<file path="src/shared/dmapod_pkg.sv">
// package for the dma parameter options decode block: offsets, fields, resets, states
`default_nettype none
package dmapod_pkg;

    // register byte offsets on the plain register port
    localparam logic [7:0]  DMAPOD_OFF_OPTIONS = 8'h00;
    localparam logic [7:0]  DMAPOD_OFF_SRC     = 8'h04;
    localparam logic [7:0]  DMAPOD_OFF_DST     = 8'h08;
    localparam logic [7:0]  DMAPOD_OFF_COUNTS  = 8'h0c;
    localparam logic [7:0]  DMAPOD_OFF_STATUS  = 8'h10;

    // option field positions
    localparam int          DMAPOD_BIT_SRC_MODE   = 0;
    localparam int          DMAPOD_BIT_DST_MODE   = 1;
    localparam int          DMAPOD_BIT_SYNC_DIM   = 2;
    localparam int          DMAPOD_BIT_FIXED_SET  = 3;
    localparam int          DMAPOD_FIFO_WIDTH_CODE_LSB       = 8;
    localparam int          DMAPOD_BIT_CMPL_POINT = 11;
    localparam int          DMAPOD_CODE_LSB       = 12;

    // counts register layout: first dimension low half, second dimension high half
    localparam int          DMAPOD_FIRST_DIM_BYTE_COUNT_LSB = 0;
    localparam int          DMAPOD_SECOND_DIM_ARRAY_COUNT_LSB = 16;

    // status register layout
    localparam int          DMAPOD_ST_ALIGN   = 0;
    localparam int          DMAPOD_ST_INVALID = 1;
    localparam int          DMAPOD_ST_NULL    = 2;
    localparam int          DMAPOD_ST_BUSY    = 3;
    localparam int          DMAPOD_ST_LINK    = 4;

    // fifo width codes and the largest legal one
    localparam logic [2:0]  DMAPOD_FIFO_WIDTH_CODE_MAX = 3'h5;

    // low address bits that must be clear in constant mode
    localparam logic [4:0]  DMAPOD_ALIGN_MASK = 5'h1f;

    // values after reset
    localparam logic [31:0] DMAPOD_RST_OPTIONS = 32'h0000_0000;
    localparam logic [31:0] DMAPOD_RST_ADDR    = 32'h0000_0000;
    localparam logic [15:0] DMAPOD_RST_COUNT   = 16'h0000;

    // one-cycle latency of read data, in cycles
    localparam int          DMAPOD_READ_LATENCY = 1;

    typedef enum logic [0:0] {
        DMAPOD_IDLE,
        DMAPOD_WALK
    } dmapod_state_t;

endpackage : dmapod_pkg
`default_nettype wire

</file>
<file path="src/verilog/dmapod_top.sv">
// dma parameter options decode: parameter set registers, request submission, address walk
`default_nettype none
module dmapod_top
    import dmapod_pkg::*;
#(
    parameter int ADDR_W = 8
)(
    input  wire logic              i_ref_clk,
    input  wire logic              i_rst_b,
    input  wire logic              i_clk_en,
    input  wire logic [ADDR_W-1:0] i_reg_addr,
    input  wire logic [31:0]       i_reg_wdata,
    input  wire logic              i_reg_wr,
    input  wire logic              i_reg_rd,
    output logic      [31:0]       o_reg_rdata,
    input  wire logic              i_event,
    output logic                   o_tr_valid,
    output logic      [31:0]       o_tr_src,
    output logic      [31:0]       o_tr_dst,
    output logic      [15:0]       o_tr_first_dim_byte_count,
    output logic      [15:0]       o_tr_second_dim_array_count,
    output logic      [31:0]       o_tr_options,
    output logic                   o_addr_valid,
    input  wire logic              i_addr_ready,
    output logic      [31:0]       o_src_addr,
    output logic      [31:0]       o_dst_addr,
    output logic                   o_cmpl_valid,
    output logic      [5:0]        o_cmpl_code,
    output logic                   o_link_req,
    output logic                   o_busy
);

    typedef struct packed {
        dmapod_state_t state;
        logic [31:0]   options;
        logic [31:0]   src;
        logic [31:0]   dst;
        logic [15:0]   first_dim_byte_count;
        logic [15:0]   second_dim_array_count;
        logic          err_align;
        logic          err_invalid;
        logic          null_seen;
        logic          link_seen;
        logic [31:0]   rdata;
        logic          tr_valid;
        logic [31:0]   tr_src;
        logic [31:0]   tr_dst;
        logic [15:0]   tr_first_dim_byte_count;
        logic [15:0]   tr_second_dim_array_count;
        logic [31:0]   tr_options;
        logic [15:0]   byte_off;
        logic [15:0]   arrays_left;
        logic          addr_valid;
        logic [31:0]   src_addr;
        logic [31:0]   dst_addr;
        logic          cmpl_valid;
        logic [5:0]    cmpl_code;
        logic          link_req;
        logic          busy;
    } dmapod_regs_t;

    dmapod_regs_t q;
    dmapod_regs_t next_q;

    // fifo width in bytes for a code; reserved codes give zero
    function automatic logic [5:0] dmapod_fifo_bytes(input logic [2:0] code);
        logic [5:0] bytes;
        bytes = 6'h00;
        unique case (code)
            3'h0:    bytes = 6'h01;
            3'h1:    bytes = 6'h02;
            3'h2:    bytes = 6'h04;
            3'h3:    bytes = 6'h08;
            3'h4:    bytes = 6'h10;
            3'h5:    bytes = 6'h20;
            default: bytes = 6'h00;
        endcase
        return bytes;
    endfunction

    // address of one byte inside an array; width is a power of two so the modulo is a mask
    function automatic logic [31:0] dmapod_byte_addr(
        input logic [31:0] start,
        input logic [15:0] off,
        input logic        const_mode,
        input logic [2:0]  code
    );
        logic [5:0] mask;
        mask = dmapod_fifo_bytes(code) - 6'h01;
        if (const_mode)
        begin
            return start + {26'h0000000, off[5:0] & mask};
        end
        return start + {16'h0000, off};
    endfunction

    // constant-mode start address with any low bit set
    function automatic logic dmapod_misaligned(input logic [31:0] a, input logic const_mode);
        return const_mode && ((a[4:0] & DMAPOD_ALIGN_MASK) != 5'h00);
    endfunction

    logic       opt_src_const;
    logic       opt_dst_const;
    logic       opt_sync_ab;
    logic       opt_fixed;
    logic       opt_early;
    logic [2:0] opt_fifo_width_code;
    logic [5:0] opt_code;
    logic       w_src_const;
    logic       w_dst_const;
    logic [2:0] w_fifo_width_code;

    // live option decode; bits 7-4 are stored but steer nothing
    assign opt_src_const = q.options[DMAPOD_BIT_SRC_MODE];
    assign opt_dst_const = q.options[DMAPOD_BIT_DST_MODE];
    assign opt_sync_ab   = q.options[DMAPOD_BIT_SYNC_DIM];
    assign opt_fixed     = q.options[DMAPOD_BIT_FIXED_SET];
    assign opt_early     = q.options[DMAPOD_BIT_CMPL_POINT];
    assign opt_fifo_width_code      = q.options[DMAPOD_FIFO_WIDTH_CODE_LSB +: 3];
    assign opt_code      = q.options[DMAPOD_CODE_LSB +: 6];

    // walk uses the options captured at submission, so software may reprogram meanwhile
    assign w_src_const = q.tr_options[DMAPOD_BIT_SRC_MODE];
    assign w_dst_const = q.tr_options[DMAPOD_BIT_DST_MODE];
    assign w_fifo_width_code      = q.tr_options[DMAPOD_FIFO_WIDTH_CODE_LSB +: 3];

    // next-state logic for the whole block
    always_comb
    begin
        logic any_const;
        logic bad_align;
        logic bad_width;
        logic is_null;
        logic adv;
        logic last_byte;
        logic set_align;
        logic set_invalid;
        logic set_null;
        logic set_link;
        any_const   = 1'b0;
        bad_align   = 1'b0;
        bad_width   = 1'b0;
        is_null     = 1'b0;
        adv         = 1'b0;
        last_byte   = 1'b0;
        set_align   = 1'b0;
        set_invalid = 1'b0;
        set_null    = 1'b0;
        set_link    = 1'b0;
        next_q      = q;

        // single-cycle strobes fall back by default
        next_q.tr_valid   = 1'b0;
        next_q.cmpl_valid = 1'b0;
        next_q.link_req   = 1'b0;

        // checks of the set as it stands when an event arrives
        any_const = opt_src_const || opt_dst_const;
        bad_align = dmapod_misaligned(q.src, opt_src_const)
                 || dmapod_misaligned(q.dst, opt_dst_const);
        bad_width = any_const && (opt_fifo_width_code > DMAPOD_FIFO_WIDTH_CODE_MAX);
        is_null   = (q.first_dim_byte_count == 16'h0000) || (q.second_dim_array_count == 16'h0000);

        unique case (q.state)
            DMAPOD_IDLE:
            begin
                // events while a walk is running are not queued
                if (i_event)
                begin
                    if (bad_align)
                    begin
                        set_align = 1'b1;
                    end
                    else if (bad_width)
                    begin
                        set_invalid = 1'b1;
                    end
                    else if (is_null)
                    begin
                        set_null = 1'b1;
                    end
                    else
                    begin
                        next_q.tr_valid    = 1'b1;
                        next_q.tr_src      = q.src;
                        next_q.tr_dst      = q.dst;
                        next_q.tr_first_dim_byte_count     = q.first_dim_byte_count;
                        next_q.tr_second_dim_array_count     = opt_sync_ab ? q.second_dim_array_count : 16'h0001;
                        next_q.tr_options  = q.options;
                        next_q.byte_off    = 16'h0000;
                        next_q.arrays_left = opt_sync_ab ? q.second_dim_array_count : 16'h0001;
                        next_q.state       = DMAPOD_WALK;
                        if (opt_early)
                        begin
                            next_q.cmpl_valid = 1'b1;
                            next_q.cmpl_code  = opt_code;
                        end
                        // set update after submission unless the set is fixed
                        if (!opt_fixed)
                        begin
                            if (opt_sync_ab || (q.second_dim_array_count == 16'h0001))
                            begin
                                next_q.second_dim_array_count     = 16'h0000;
                                next_q.link_req = 1'b1;
                                set_link        = 1'b1;
                            end
                            else
                            begin
                                next_q.second_dim_array_count = q.second_dim_array_count - 16'h0001;
                            end
                        end
                    end
                end
            end
            DMAPOD_WALK:
            begin
                // a held address waits for the sink; nothing is dropped
                adv = !q.addr_valid || i_addr_ready;
                if (adv)
                begin
                    if (q.arrays_left != 16'h0000)
                    begin
                        next_q.addr_valid = 1'b1;
                        next_q.src_addr   = dmapod_byte_addr(q.tr_src, q.byte_off,
                                                             w_src_const, w_fifo_width_code);
                        next_q.dst_addr   = dmapod_byte_addr(q.tr_dst, q.byte_off,
                                                             w_dst_const, w_fifo_width_code);
                        last_byte = (q.byte_off == (q.tr_first_dim_byte_count - 16'h0001));
                        if (last_byte)
                        begin
                            // array index fields are outside this block, arrays restart at start
                            next_q.byte_off    = 16'h0000;
                            next_q.arrays_left = q.arrays_left - 16'h0001;
                        end
                        else
                        begin
                            next_q.byte_off = q.byte_off + 16'h0001;
                        end
                    end
                    else
                    begin
                        next_q.addr_valid = 1'b0;
                        next_q.state      = DMAPOD_IDLE;
                        if (!q.tr_options[DMAPOD_BIT_CMPL_POINT])
                        begin
                            next_q.cmpl_valid = 1'b1;
                            next_q.cmpl_code  = q.tr_options[DMAPOD_CODE_LSB +: 6];
                        end
                    end
                end
            end
        endcase

        // register writes; a write of a count in the update cycle overrides the update
        if (i_reg_wr)
        begin
            unique case (i_reg_addr)
                ADDR_W'(DMAPOD_OFF_OPTIONS): next_q.options = i_reg_wdata;
                ADDR_W'(DMAPOD_OFF_SRC):     next_q.src     = i_reg_wdata;
                ADDR_W'(DMAPOD_OFF_DST):     next_q.dst     = i_reg_wdata;
                ADDR_W'(DMAPOD_OFF_COUNTS):
                begin
                    next_q.first_dim_byte_count = i_reg_wdata[DMAPOD_FIRST_DIM_BYTE_COUNT_LSB +: 16];
                    next_q.second_dim_array_count = i_reg_wdata[DMAPOD_SECOND_DIM_ARRAY_COUNT_LSB +: 16];
                end
                ADDR_W'(DMAPOD_OFF_STATUS):
                begin
                    // write one to clear sticky flags
                    next_q.err_align   = q.err_align && !i_reg_wdata[DMAPOD_ST_ALIGN];
                    next_q.err_invalid = q.err_invalid && !i_reg_wdata[DMAPOD_ST_INVALID];
                    next_q.null_seen   = q.null_seen && !i_reg_wdata[DMAPOD_ST_NULL];
                    next_q.link_seen   = q.link_seen && !i_reg_wdata[DMAPOD_ST_LINK];
                end
                default: ;
            endcase
        end

        // a flag raised in the same cycle as its clear stays set
        next_q.err_align   = next_q.err_align || set_align;
        next_q.err_invalid = next_q.err_invalid || set_invalid;
        next_q.null_seen   = next_q.null_seen || set_null;
        next_q.link_seen   = next_q.link_seen || set_link;

        // busy gets its own flop so the output needs no decode
        next_q.busy = (next_q.state == DMAPOD_WALK);

        // read data stand the cycle after the strobe only; unmapped reads give zero
        next_q.rdata = 32'h0000_0000;
        if (i_reg_rd)
        begin
            unique case (i_reg_addr)
                ADDR_W'(DMAPOD_OFF_OPTIONS): next_q.rdata = q.options;
                ADDR_W'(DMAPOD_OFF_SRC):     next_q.rdata = q.src;
                ADDR_W'(DMAPOD_OFF_DST):     next_q.rdata = q.dst;
                ADDR_W'(DMAPOD_OFF_COUNTS):  next_q.rdata = {q.second_dim_array_count, q.first_dim_byte_count};
                ADDR_W'(DMAPOD_OFF_STATUS):
                begin
                    next_q.rdata[DMAPOD_ST_ALIGN]   = q.err_align;
                    next_q.rdata[DMAPOD_ST_INVALID] = q.err_invalid;
                    next_q.rdata[DMAPOD_ST_NULL]    = q.null_seen;
                    next_q.rdata[DMAPOD_ST_BUSY]    = (q.state == DMAPOD_WALK);
                    next_q.rdata[DMAPOD_ST_LINK]    = q.link_seen;
                end
                default: next_q.rdata = 32'h0000_0000;
            endcase
        end
    end

    // all state in one register; clock enable freezes everything
    always_ff @(posedge i_ref_clk or negedge i_rst_b)
    begin
        if (!i_rst_b)
        begin
            q             <= '0;
            q.state       <= DMAPOD_IDLE;
            q.options     <= DMAPOD_RST_OPTIONS;
            q.src         <= DMAPOD_RST_ADDR;
            q.dst         <= DMAPOD_RST_ADDR;
            q.first_dim_byte_count        <= DMAPOD_RST_COUNT;
            q.second_dim_array_count        <= DMAPOD_RST_COUNT;
        end
        else if (i_clk_en)
        begin
            q <= next_q;
        end
    end

    // outputs come straight from the state register
    assign o_reg_rdata  = q.rdata;
    assign o_tr_valid   = q.tr_valid;
    assign o_tr_src     = q.tr_src;
    assign o_tr_dst     = q.tr_dst;
    assign o_tr_first_dim_byte_count    = q.tr_first_dim_byte_count;
    assign o_tr_second_dim_array_count    = q.tr_second_dim_array_count;
    assign o_tr_options = q.tr_options;
    assign o_addr_valid = q.addr_valid;
    assign o_src_addr   = q.src_addr;
    assign o_dst_addr   = q.dst_addr;
    assign o_cmpl_valid = q.cmpl_valid;
    assign o_cmpl_code  = q.cmpl_code;
    assign o_link_req   = q.link_req;
    assign o_busy       = q.busy;

endmodule // dmapod_top
`default_nettype wire

</file>
<file path="config.mk">
export PLATFORM = sky130hd
export DESIGN_NAME = dmapod_top
export DESIGN_NICKNAME = d
export VERILOG_FILES = /design/src/shared/dmapod_pkg.sv /design/src/verilog/dmapod_top.sv
export SDC_FILE = /design/constraint.sdc
export NUM_CORES = 1
export LEC_CHECK = 0
export BUFFER_PORTS_ARGS = -buffer_cell sky130_fd_sc_hd__buf_2
export CAP_MARGIN = 20
export CORE_MARGIN = 2
export CORE_UTILIZATION = 30
export DETAILED_ROUTE_END_ITERATION = 10
export HOLD_SLACK_MARGIN = 0.02
export PLACE_DENSITY = 0.47
export SYNTH_ARGS = -nofsm -noshare
export SYNTH_HDL_FRONTEND = slang
export SYNTH_SLANG_ARGS = --single-unit
</file>
<file path="constraint.sdc">
create_clock -name i_ref_clk -period 4.51 [get_ports i_ref_clk]
set_input_delay 0.6765 -clock i_ref_clk [delete_from_list [all_inputs] [get_ports i_ref_clk]]
set_output_delay 0.6765 -clock i_ref_clk [all_outputs]
set_load 0.005 [all_outputs]
</file>
## Word-level counts from Yosys, hierarchy flattened

Index checks and enable logic that the tools add are counted.

| storage, ports and cells | value |
|---|---|
| logic and storage cells | 175 |
| bits in registers | 399 |
| output and inout port bits | 235 |
| input port bits | 47 |

| cells by class | value |
|---|---|
| $lt $le $gt $ge | 1 |
| mux-type cells | 76 |
| equality and inequality tests | 21 |
| reductions and logical operators | 38 |
| $add $sub $neg | 9 |
| bitwise logic cells | 5 |

Operators by type and width:

| kind | number |
|---|---|
| 2-to-1 mux 161 bit | 4 |
| 2-to-1 mux 32 bit | 6 |
| 2-to-1 mux 16 bit | 11 |
| 2-to-1 mux 129 bit | 1 |
| one-hot mux 27 bit (4 select lines) | 1 |
| 2-to-1 mux 104 bit | 1 |
| adder 32 x 16 -> 32 bit | 2 |
| adder 32 x 6 -> 32 bit | 2 |
| 2-to-1 mux 64 bit | 1 |
| one-hot mux 32 bit (2 select lines) | 1 |
| subtractor 16 x 1 -> 16 bit, second input constant | 3 |
| one-hot mux 6 bit (6 select lines) | 1 |
| 2-to-1 mux 1 bit | 34 |
| zero test 16 bit | 2 |
| 2-to-1 mux 8 bit | 4 |
| one-hot mux 5 bit (5 select lines) | 1 |
| 2-to-1 mux 7 bit | 3 |
| 2-to-1 mux 20 bit | 1 |
| 2-to-1 mux 6 bit | 3 |
| adder 16 x 1 -> 16 bit, second input constant | 1 |
| == test 16 x 1 -> 1 bit, second input constant | 1 |
| == test 16 bit | 1 |
| == test 8 x 4 -> 1 bit, second input constant | 2 |
| nonzero test 16 bit | 1 |
| 26 further kinds | 62 |

## Logic depth before layout (Yosys ltp)

Gate-level depths: netlist (run 1).

| logic depth | value |
|---|---|
| word-level depth | 13 |
| gate-level depth with buffers | 16 |

## Worst setup path after synthesis (run 1)

No wires, ideal clock.

| timing | value |
|---|---|
| kind | flip-flop to flip-flop |
| start | register q (netlist bit o_tr_options[8]) |
| end | register q (netlist bit o_dst_addr[26]) |
| setup time | 0.133 ns |
| required time | 4.377 ns |
| data arrival time | 3.530 ns |
| cell stages (with the launch flop) | 17 |
| setup slack | 0.847 ns |
| cell sequence | dfrtp_1 -> clkbuf_1 -> nor3_1 -> inv_1 -> ha_1 -> and2_1 -> o21ai_0 -> a31oi_1 -> ha_1 -> a21oi_1 -> o21ai_0 -> a2111oi_0 -> nor3_1 -> o21bai_1 -> a211oi_1 -> xnor2_1 -> o21ai_0 |

| between the ends | value |
|---|---|
| word-level cells in the longest chain between the ends | 10 |

RTL lines:

| item | RTL line | RTL |
|---|---|---|
| start, declared | dmapod_top.sv:62 | `dmapod_regs_t q;` |
| start signal, assigned | dmapod_top.sv:324 | `q <= next_q;` |
| == test 3 bit, or another cell as far along | dmapod_top.sv:69 | `unique case (code)` |
| one-hot mux 6 bit (6 select lines) (*) | dmapod_top.sv:69 |  |
| 2-to-1 mux 6 bit (*) | dmapod_top.sv:221 | `if (q.arrays_left != 16'h0000)` |
| 2-to-1 mux 6 bit (*) | dmapod_top.sv:219 | `if (adv)` |
| 2-to-1 mux 6 bit (*) | dmapod_top.sv:164 | `unique case (q.state)` |
| subtractor 6 x 1 -> 6 bit (*) | dmapod_top.sv:89 | `mask = dmapod_fifo_bytes(code) - 6'h01;` |
| bitwise AND 6 bit (*) | dmapod_top.sv:92 | `return start + {26'h0000000, off[5:0] & mask};` |
| adder 32 x 6 -> 32 bit (*) | dmapod_top.sv:92 |  |
| 2-to-1 mux 32 bit (*) | dmapod_top.sv:90 | `if (const_mode)` |
| 2-to-1 mux 32 bit (*) | dmapod_top.sv:94 | `return start + {16'h0000, off};` |

Mark *: on every way between the ends. The rest lies on a longest branch, timed or not. The select of a mux whose other input is x is not followed.
A chain may end at the register's enable or synchronous reset.

## Worst setup path after layout (run 1)

| timing | value |
|---|---|
| start | register q (netlist bit o_tr_options[10]) |
| end | register q (netlist bit o_dst_addr[28]) |

The elaborated chain is that of the path after synthesis.

==> results of run 1 <==
==> path summary, 6_finish.rpt <==
kind	slack (ns)	endpoint	cells past startpoint
max	0.53	o_dst_addr[28]	17
min	0.08	o_src_addr[19]	1
max reg2reg	0.53	o_dst_addr[28]	17
min reg2reg	0.47	o_tr_valid	1
max in group asynchronous	3.34	o_cmpl_code[1]	2
min in group i_ref_clk	0.37	q[347]	2
==> worst reg2reg max path: cells and delay by family, from the launching register on <==
kind                     cells  cell delay, ns
XOR/XNOR                     1            0.15
flip-flops                   1            0.46
AND/OR/NAND/NOR              4            0.98
AO/OA/AOI/OAI                7            1.18
adder cells (fa/ha/maj)      2            0.65
buffers and inverters        3            0.43
==> sequential cells by signal, indices dropped and copies added, names as in the netlist, 3 cells and up <==
name	cells
q	150
o_cmpl_code	6
opt_code	6
o_tr_src	32
o_dst_addr	32
o_reg_rdata	32
o_tr_first_dim_byte_count	16
o_tr_options	32
o_src_addr	32
opt_fifo_width_code	3
o_tr_dst	32
o_tr_second_dim_array_count	16
==> layout make-up <==
type | count | share of cell area
Sequential cell | 399 | 0.419
Clock inverter | 13 | 0.00651
Tap cell | 950 | 0.0499
Clock buffer | 69 | 0.0562
Timing Repair Buffer | 310 | 0.0723
Inverter | 60 | 0.00945
Multi-Input combinational cell | 1422 | 0.386
Antenna cell | 2 | 0.000210
==> synthesized netlist by cell type (16+ instances only) <==
cell,instances
nor2b_1,29
and3_1,30
o2bb2ai_1,33
nor3_1,32
dfrtp_1,399
nand2_1,493
xnor2_1,42
nand3_1,45
xor2_1,48
o21ai_0,118
inv_1,60
a22o_1,16
a21oi_1,52
mux4_2,26
nand4_1,17
ha_1,39
clkbuf_1,67
nor2_1,73
buf_4,232
mux2_2,115
==> where the power goes <==
| part | switching, uW | internal [uW] | total (uW) |
|---|---|---|---|
| sequential | 431 | 3850 | 4280 |
| combinational | 1270 | 777 | 2050 |
| clock | 1560 | 2220 | 3780 |
==> routing by layer <==
layer	vias up	share of wire	wire, um	track usage
met5	-	0.00090	64	0
li1	7435	-	-	-
met1	8058	0.48	33600	0.273
met2	469	0.44	31500	0.287
met4	10	0.020	1450	0.0455
met3	96	0.059	4180	0.0366
==> logic make-up (layout without fill, tap and decap cells) <==
| kind of cell | count (synthesis) | count (layout) | synth area share |
|---|---|---|---|
| AND/OR/NAND/NOR | 794 | 794 | 0.165 |
| flip-flops | 399 | 399 | 0.464 |
| buffers and inverters | 390 | 452 | 0.110 |
| AO/OA/AOI/OAI | 342 | 342 | 0.106 |
| multiplexers | 155 | 155 | 0.0939 |
| XOR/XNOR | 90 | 90 | 0.0366 |
| adder cells (fa/ha/maj) | 41 | 41 | 0.0245 |
| other | 0 | 2 | 0 |
==> metrics by stage <==
step / instance area (um^2) / utilization
after global placement: 22300 / 0.313
after floorplan: 21500 / -
final: 23800 / 0.334
after CTS: 23800 / 0.334
after global routing: 23800 / 0.334
after detailed placement: 22300 / 0.313
==> impl_results.md, run 1 <==
* Outcome: completed
* Fmax at between 200 and 300 MHz
* Syn Std Cell Area at approximately 0.022 mm^2
* Starting Density at 0.302
* CTS tree: built
* CTS Buf Count at 47
* Post-synth top flop: dfrtp_1
* Netlist cell types at between 70 and 80
* Setup crit end kind: flip-flop
* Critical Path Fanout Max at 8
* Final Slew Violations at 0
* Buffers on Ports at around 280
* CP Launch Type: flip-flop
* Worst setup startpoint: o_tr_options[10]
* CTS Buffer Depth at 3
* Net Count, Synth at ~2300
* CP top delay family: compound AO/OA/AOI/OAI gates
* Top post-synthesis cells by area: dfrtp_1 (46%), nand2_1 (8.6%), buf_4 (8.1%)
* CP bufs+invs at 3
* Layout cell share with drive strength beyond 1 at 0.242
* Worst setup margin at 0.534 ns
* Final critical-path required period at 3.98 ns
* Placer Congestion at 0.853
* VDD IR-drop max at 0.000338 V
* Htree depth at 2
* Syn-to-layout area delta at 10.7%
* Crit-path cells: nor3_1 > inv_1 > ha_1 > and2_1 > o21ai_0 > a31oi_1 > ha_1 > nand2_1 > o21ai_0 > a2111oi_0 > buf_4 > nor3_1 > o21bai_1 > buf_4 > a211oi_1 > xnor2_1 > o21ai_0
* Initial antenna violation count at 7
* Pwr dens at 424 mW/mm^2
* Worst-Margin Slew at between 1 and 1.5 ns
* Hold_ws at 0.0771 ns
* Total GRT Usage at 0.188
* Async SR Flop Fraction at 1.00
* Number of routed nets with antenna violations at 0
* Dpl hpwl at roughly 52000 um
* Clock Pin Slew Worst Setup and Hold Paths at 0.06 ns
* Critical Path RT at between 4 and 5 ns
* Mapped Cells at roughly 2200
* DR vias/cell at roughly 5
* Postcts setup bufs at 0
* Core area at 0.0712 mm^2
* Maxcap violations at 0
* Fin nets at 2328
* Num ports at approximately 280
* Hold_buf cts at 0
* Most common cell on crit path: o21ai_0
* Most frequent cells in the layout: nand2_1 (493), dfrtp_1 (399), buf_2 (280), o21ai_0 (118), mux2_2 (115)
* Synth top area share at 0.464
* Pin count of the biggest net entering global routing at 142
* Grt total ovfl at 0
* Period utilization at 0.881
* TritonRoute pass-1 iters at 5
* Mean post-synth cell area at 9.74 um^2
* Dpl cells at ~3100
* Clk_lat worst skew at ~0.6 ns
* Worst Path Arrival at 4.43 ns
* Storage cell area at ~0.01 mm^2
* Setup TNS at 0 ns
* DP Worst Slack at 0.609 ns
* Skew final at 0.0192 ns
* Fill count at 7338
* Ys Warns at 0
* Number of flops mapped to enable cells by yosys at 0
* TritonCTS Sinks at 399
* Post-CTS resize count at 0
* Reg2Reg Launch Point: o_tr_options[10]
* LEAKAGE at about 0.012 uW
* Pwr Total at 10100 uW
* Setup CP Type: flip-flop to flip-flop
* Endpoints failing setup at 0
* Yosys top cell by area: dfrtp_1
* Chip width at 272 um
* Post-Route WL at between 70000 and 80000 um
* First-pass GRT wire length at 106000 um
* Drt initial violations at between 1000 and 1500
* Remaining DRCs at 0
* Wire length per cell at between 20 and 25 um
* RSZ-0062 raised after global routing: no
* Slowest-stage cell, CP: dfrtp_1
* Register bit total from synthesis at 399
* Root buffer cell: clkbuf_16
* Most common cell after layout, fill and taps aside: nand2_1
* Hold Fails Final Rpt at 0
* Vias in the first global route at 16000
* Final non-filler cell total at about 3200
* Via count at 16100
* Die Footprint at 0.0739 mm^2
* Worst Hold Class: primary input to asynchronous set/reset pin
* Cell Rows at ~100
* CP max stage delay at 0.46 ns
* Sequential area share after synthesis at 0.464
* Multi-input combinational cell area at approximately 0.0092 mm^2
* Height of the die at 272 um
* Slew margin rel. at 0.313
Note: power is estimated with default switching activity, not from simulation.
==> run 2, diff against run 1 <==
--- a/config.mk
+++ b/config.mk
@@ -7,7 +7,7 @@
 export LEC_CHECK = 0
 export BUFFER_PORTS_ARGS = -buffer_cell sky130_fd_sc_hd__buf_2
 export CAP_MARGIN = 20
-export CORE_MARGIN = 2
+export CORE_MARGIN = 4
 export CORE_UTILIZATION = 30
 export DETAILED_ROUTE_END_ITERATION = 10
 export HOLD_SLACK_MARGIN = 0.02
==> run 2 against run 1 <==
Against the previous run:
- flip-flop and latch count did not move
- highest routed layer unchanged
- clock skew rose by 0.0086 ns
- utilization rose by 0.36 points
- wire length rose by 0.33%
- largest cell class unchanged
- clock-buffer cell count fell by 1
- via count rose by 0.38%
- die area rose by 3.0%
==> impl_results.md, run 2 (synthesis gave the netlist of run 1 again) <==
* Outcome: completed
* Vias in the first global route at 16200
* Via count at 16100
* Switching share of power at 0.324
* CTS Buffer Depth at 3
* Final Slew Violations at 0
* CP Capture Point: o_dst_addr[26]
* Storage cell area at 0.00998 mm^2
* Htree depth at 2
* Maxcap violations at 0
* TritonRoute pass-1 iters at 7
* Clk_lat worst skew at ~0.60 ns
* Most common cell on crit path: o21ai_0
* Post-CTS resize count at 0
* Worst setup startpoint: o_tr_options[10]
* Hold Fails Final Rpt at 0
* Slew margin rel. at 0.312
* DR vias/cell at 5.01
* Critical Path RT at between 4 and 5 ns
* Number of routed nets with antenna violations at 0
* Reg-to-reg slack, setup at 0.62 ns
* Most frequent cells in the layout: nand2_1 (493), dfrtp_1 (399), buf_2 (280), o21ai_0 (118), mux2_2 (115)
* Root buffer cell: clkbuf_16
* Slowest-stage cell, CP: dfrtp_1
* Final non-filler cell total at 3220
* Top reg by flops: q
* Setup CP Type: flip-flop to flip-flop
* Total GRT Usage at 0.184
* Setup TNS at 0 ns
* Syn-to-layout area delta at 10.9%
* Logic pwr share at 0.202
* Die Footprint at about 0.076 mm^2
* RSZ-0062 raised after global routing: no
* Skew final at 0.0278 ns
* Fill count at 7297
* Reg2reg path depth at 17
* Crit-path cells: nor3_1 > inv_1 > ha_1 > and2_1 > o21ai_0 > a31oi_1 > ha_1 > nand2_1 > o21ai_0 > a2111oi_0 > buf_4 > nor3_1 > o21bai_1 > buf_4 > a211oi_1 > xnor2_1 > o21ai_0
* CP top delay family: compound AO/OA/AOI/OAI gates
* Internal at 6830 uW
* Worst Hold Class: primary input to asynchronous set/reset pin
* Post-Route WL at roughly 71000 um
* VDD IR-drop max at 0.000229 V
* Worst Path Arrival at roughly 4.3 ns
* Grt total ovfl at 0
* Clock power share at 0.373
* Endpoints failing setup at 0
* Reg2Reg Launch Point: o_tr_options[10]
* Starting Density at 0.305
* Final critical-path required period at just under 4 ns
* Core area at slightly above 0.07 mm^2
* Critical Path Fanout Max at 8
* Chip width at approximately 280 um
* CTS Buf Count at between 40 and 50
* Postcts setup bufs at 0
* First-pass GRT wire length at 107000 um
* Fmax at 257 MHz
* Layout cell share with drive strength beyond 1 at 0.246
* Buffers on Ports at 281
* CP bufs+invs at 3
* CTS tree: built
* Multi-input combinational cell area at between 0.009 and 0.01 mm^2
* Remaining DRCs at 0
* Num ports at 282
* Number of flip-flops in the largest register at 150
* Period utilization at 0.863
* Clock Pin Slew Worst Setup and Hold Paths at 0.06 ns
* Most common cell after layout, fill and taps aside: nand2_1
* Critical path depth at 17
* Cell Rows at 97
* Height of the die at between 200 and 300 um
* Share of power burned in registers at 0.425
* TritonCTS Sinks at about 400
* Fin nets at about 2300
* R2r endpoint: o_dst_addr[26]
* Worst-Margin Slew at a little over 1 ns
* CP max stage delay at 0.45 ns
* CP Launch Type: flip-flop
* Dpl cells at roughly 3100
* Psw at 3270 uW
* Hold_buf cts at 0
* Placer Congestion at 0.863
* Pin count of the biggest net entering global routing at 127
* Dpl hpwl at 52900 um
* Setup crit end kind: flip-flop
* Pwr dens at 423 mW/mm^2
* Wire length per cell at 22.1 um
* LEAKAGE at 0.0120 uW
* Initial antenna violation count at 13
* Drt initial violations at 1197
## run 2: cell count changes in the layout (fill, tap and decap cells not counted), moves of 2 or more
| cell | change |
|---|---|
| clkbuf_1 | -7 |
| diode_2 | +3 |
| clkinv_2 | -3 |
| bufinv_16 | -2 |
| clkinvlp_4 | +5 |
| clkbuf_8 | +6 |
## run 2: area by class of cell
type                       instances  area share
clock buffer                      68      0.0585
multi-input combinational       1422       0.386
timing repair buffer             312      0.0733
clock inverter                    14     0.00529
inverter                          60     0.00943
tap                              940      0.0493
sequential                       399       0.418
antenna                            5    0.000524
## run 2: power groups by stage
stage | registers (uW) | logic [uW] | clock network, uW
after global placement | 4340 | 2010 | 0
final | 4290 | 2040 | 3770
after global routing | 4330 | 2280 | 4020
after detailed placement | 4350 | 2040 | 0
after CTS | 4280 | 2050 | 3880
after floorplan | 4110 | 1550 | 0
## run 2: metrics by stage
| stage | worst slack [ns] | util | cell area (um^2) | power, uW | hold slack (ns) |
|---|---|---|---|---|---|
| finish | 0.616 | 0.338 | 23900 | 10100 | 0.0906 |
| detailed placement | 0.637 | 0.316 | 22300 | 6380 | 0.458 |
| floorplan | 0.847 | - | 21500 | 5670 | 0.381 |
| global route | 0.261 | 0.338 | 23900 | 10600 | 0.176 |
| CTS | 0.608 | 0.338 | 23900 | 10200 | 0.147 |
| global placement | 0.668 | 0.316 | 22300 | 6350 | 0.458 |
## run 2: worst min-delay path by stage
stage	from	to	slack, ns
global route	i_rst_b	q[299]	0.18
global placement	o_tr_options[2]	o_tr_options[2]	0.46
CTS	i_rst_b	q[299]	0.15
finish	i_rst_b	q[299]	0.09
detailed placement	o_tr_options[6]	o_tr_options[6]	0.46
floorplan	i_rst_b	o_addr_valid	0.38
## run 2: metal layers
metal  track usage  vias up  share of wire
li1              -     7462              -
met1         0.260     8117           0.46
met2         0.286      437           0.45
met3        0.0459       97          0.067
met4        0.0374       16          0.018
met5             0        -         0.0015
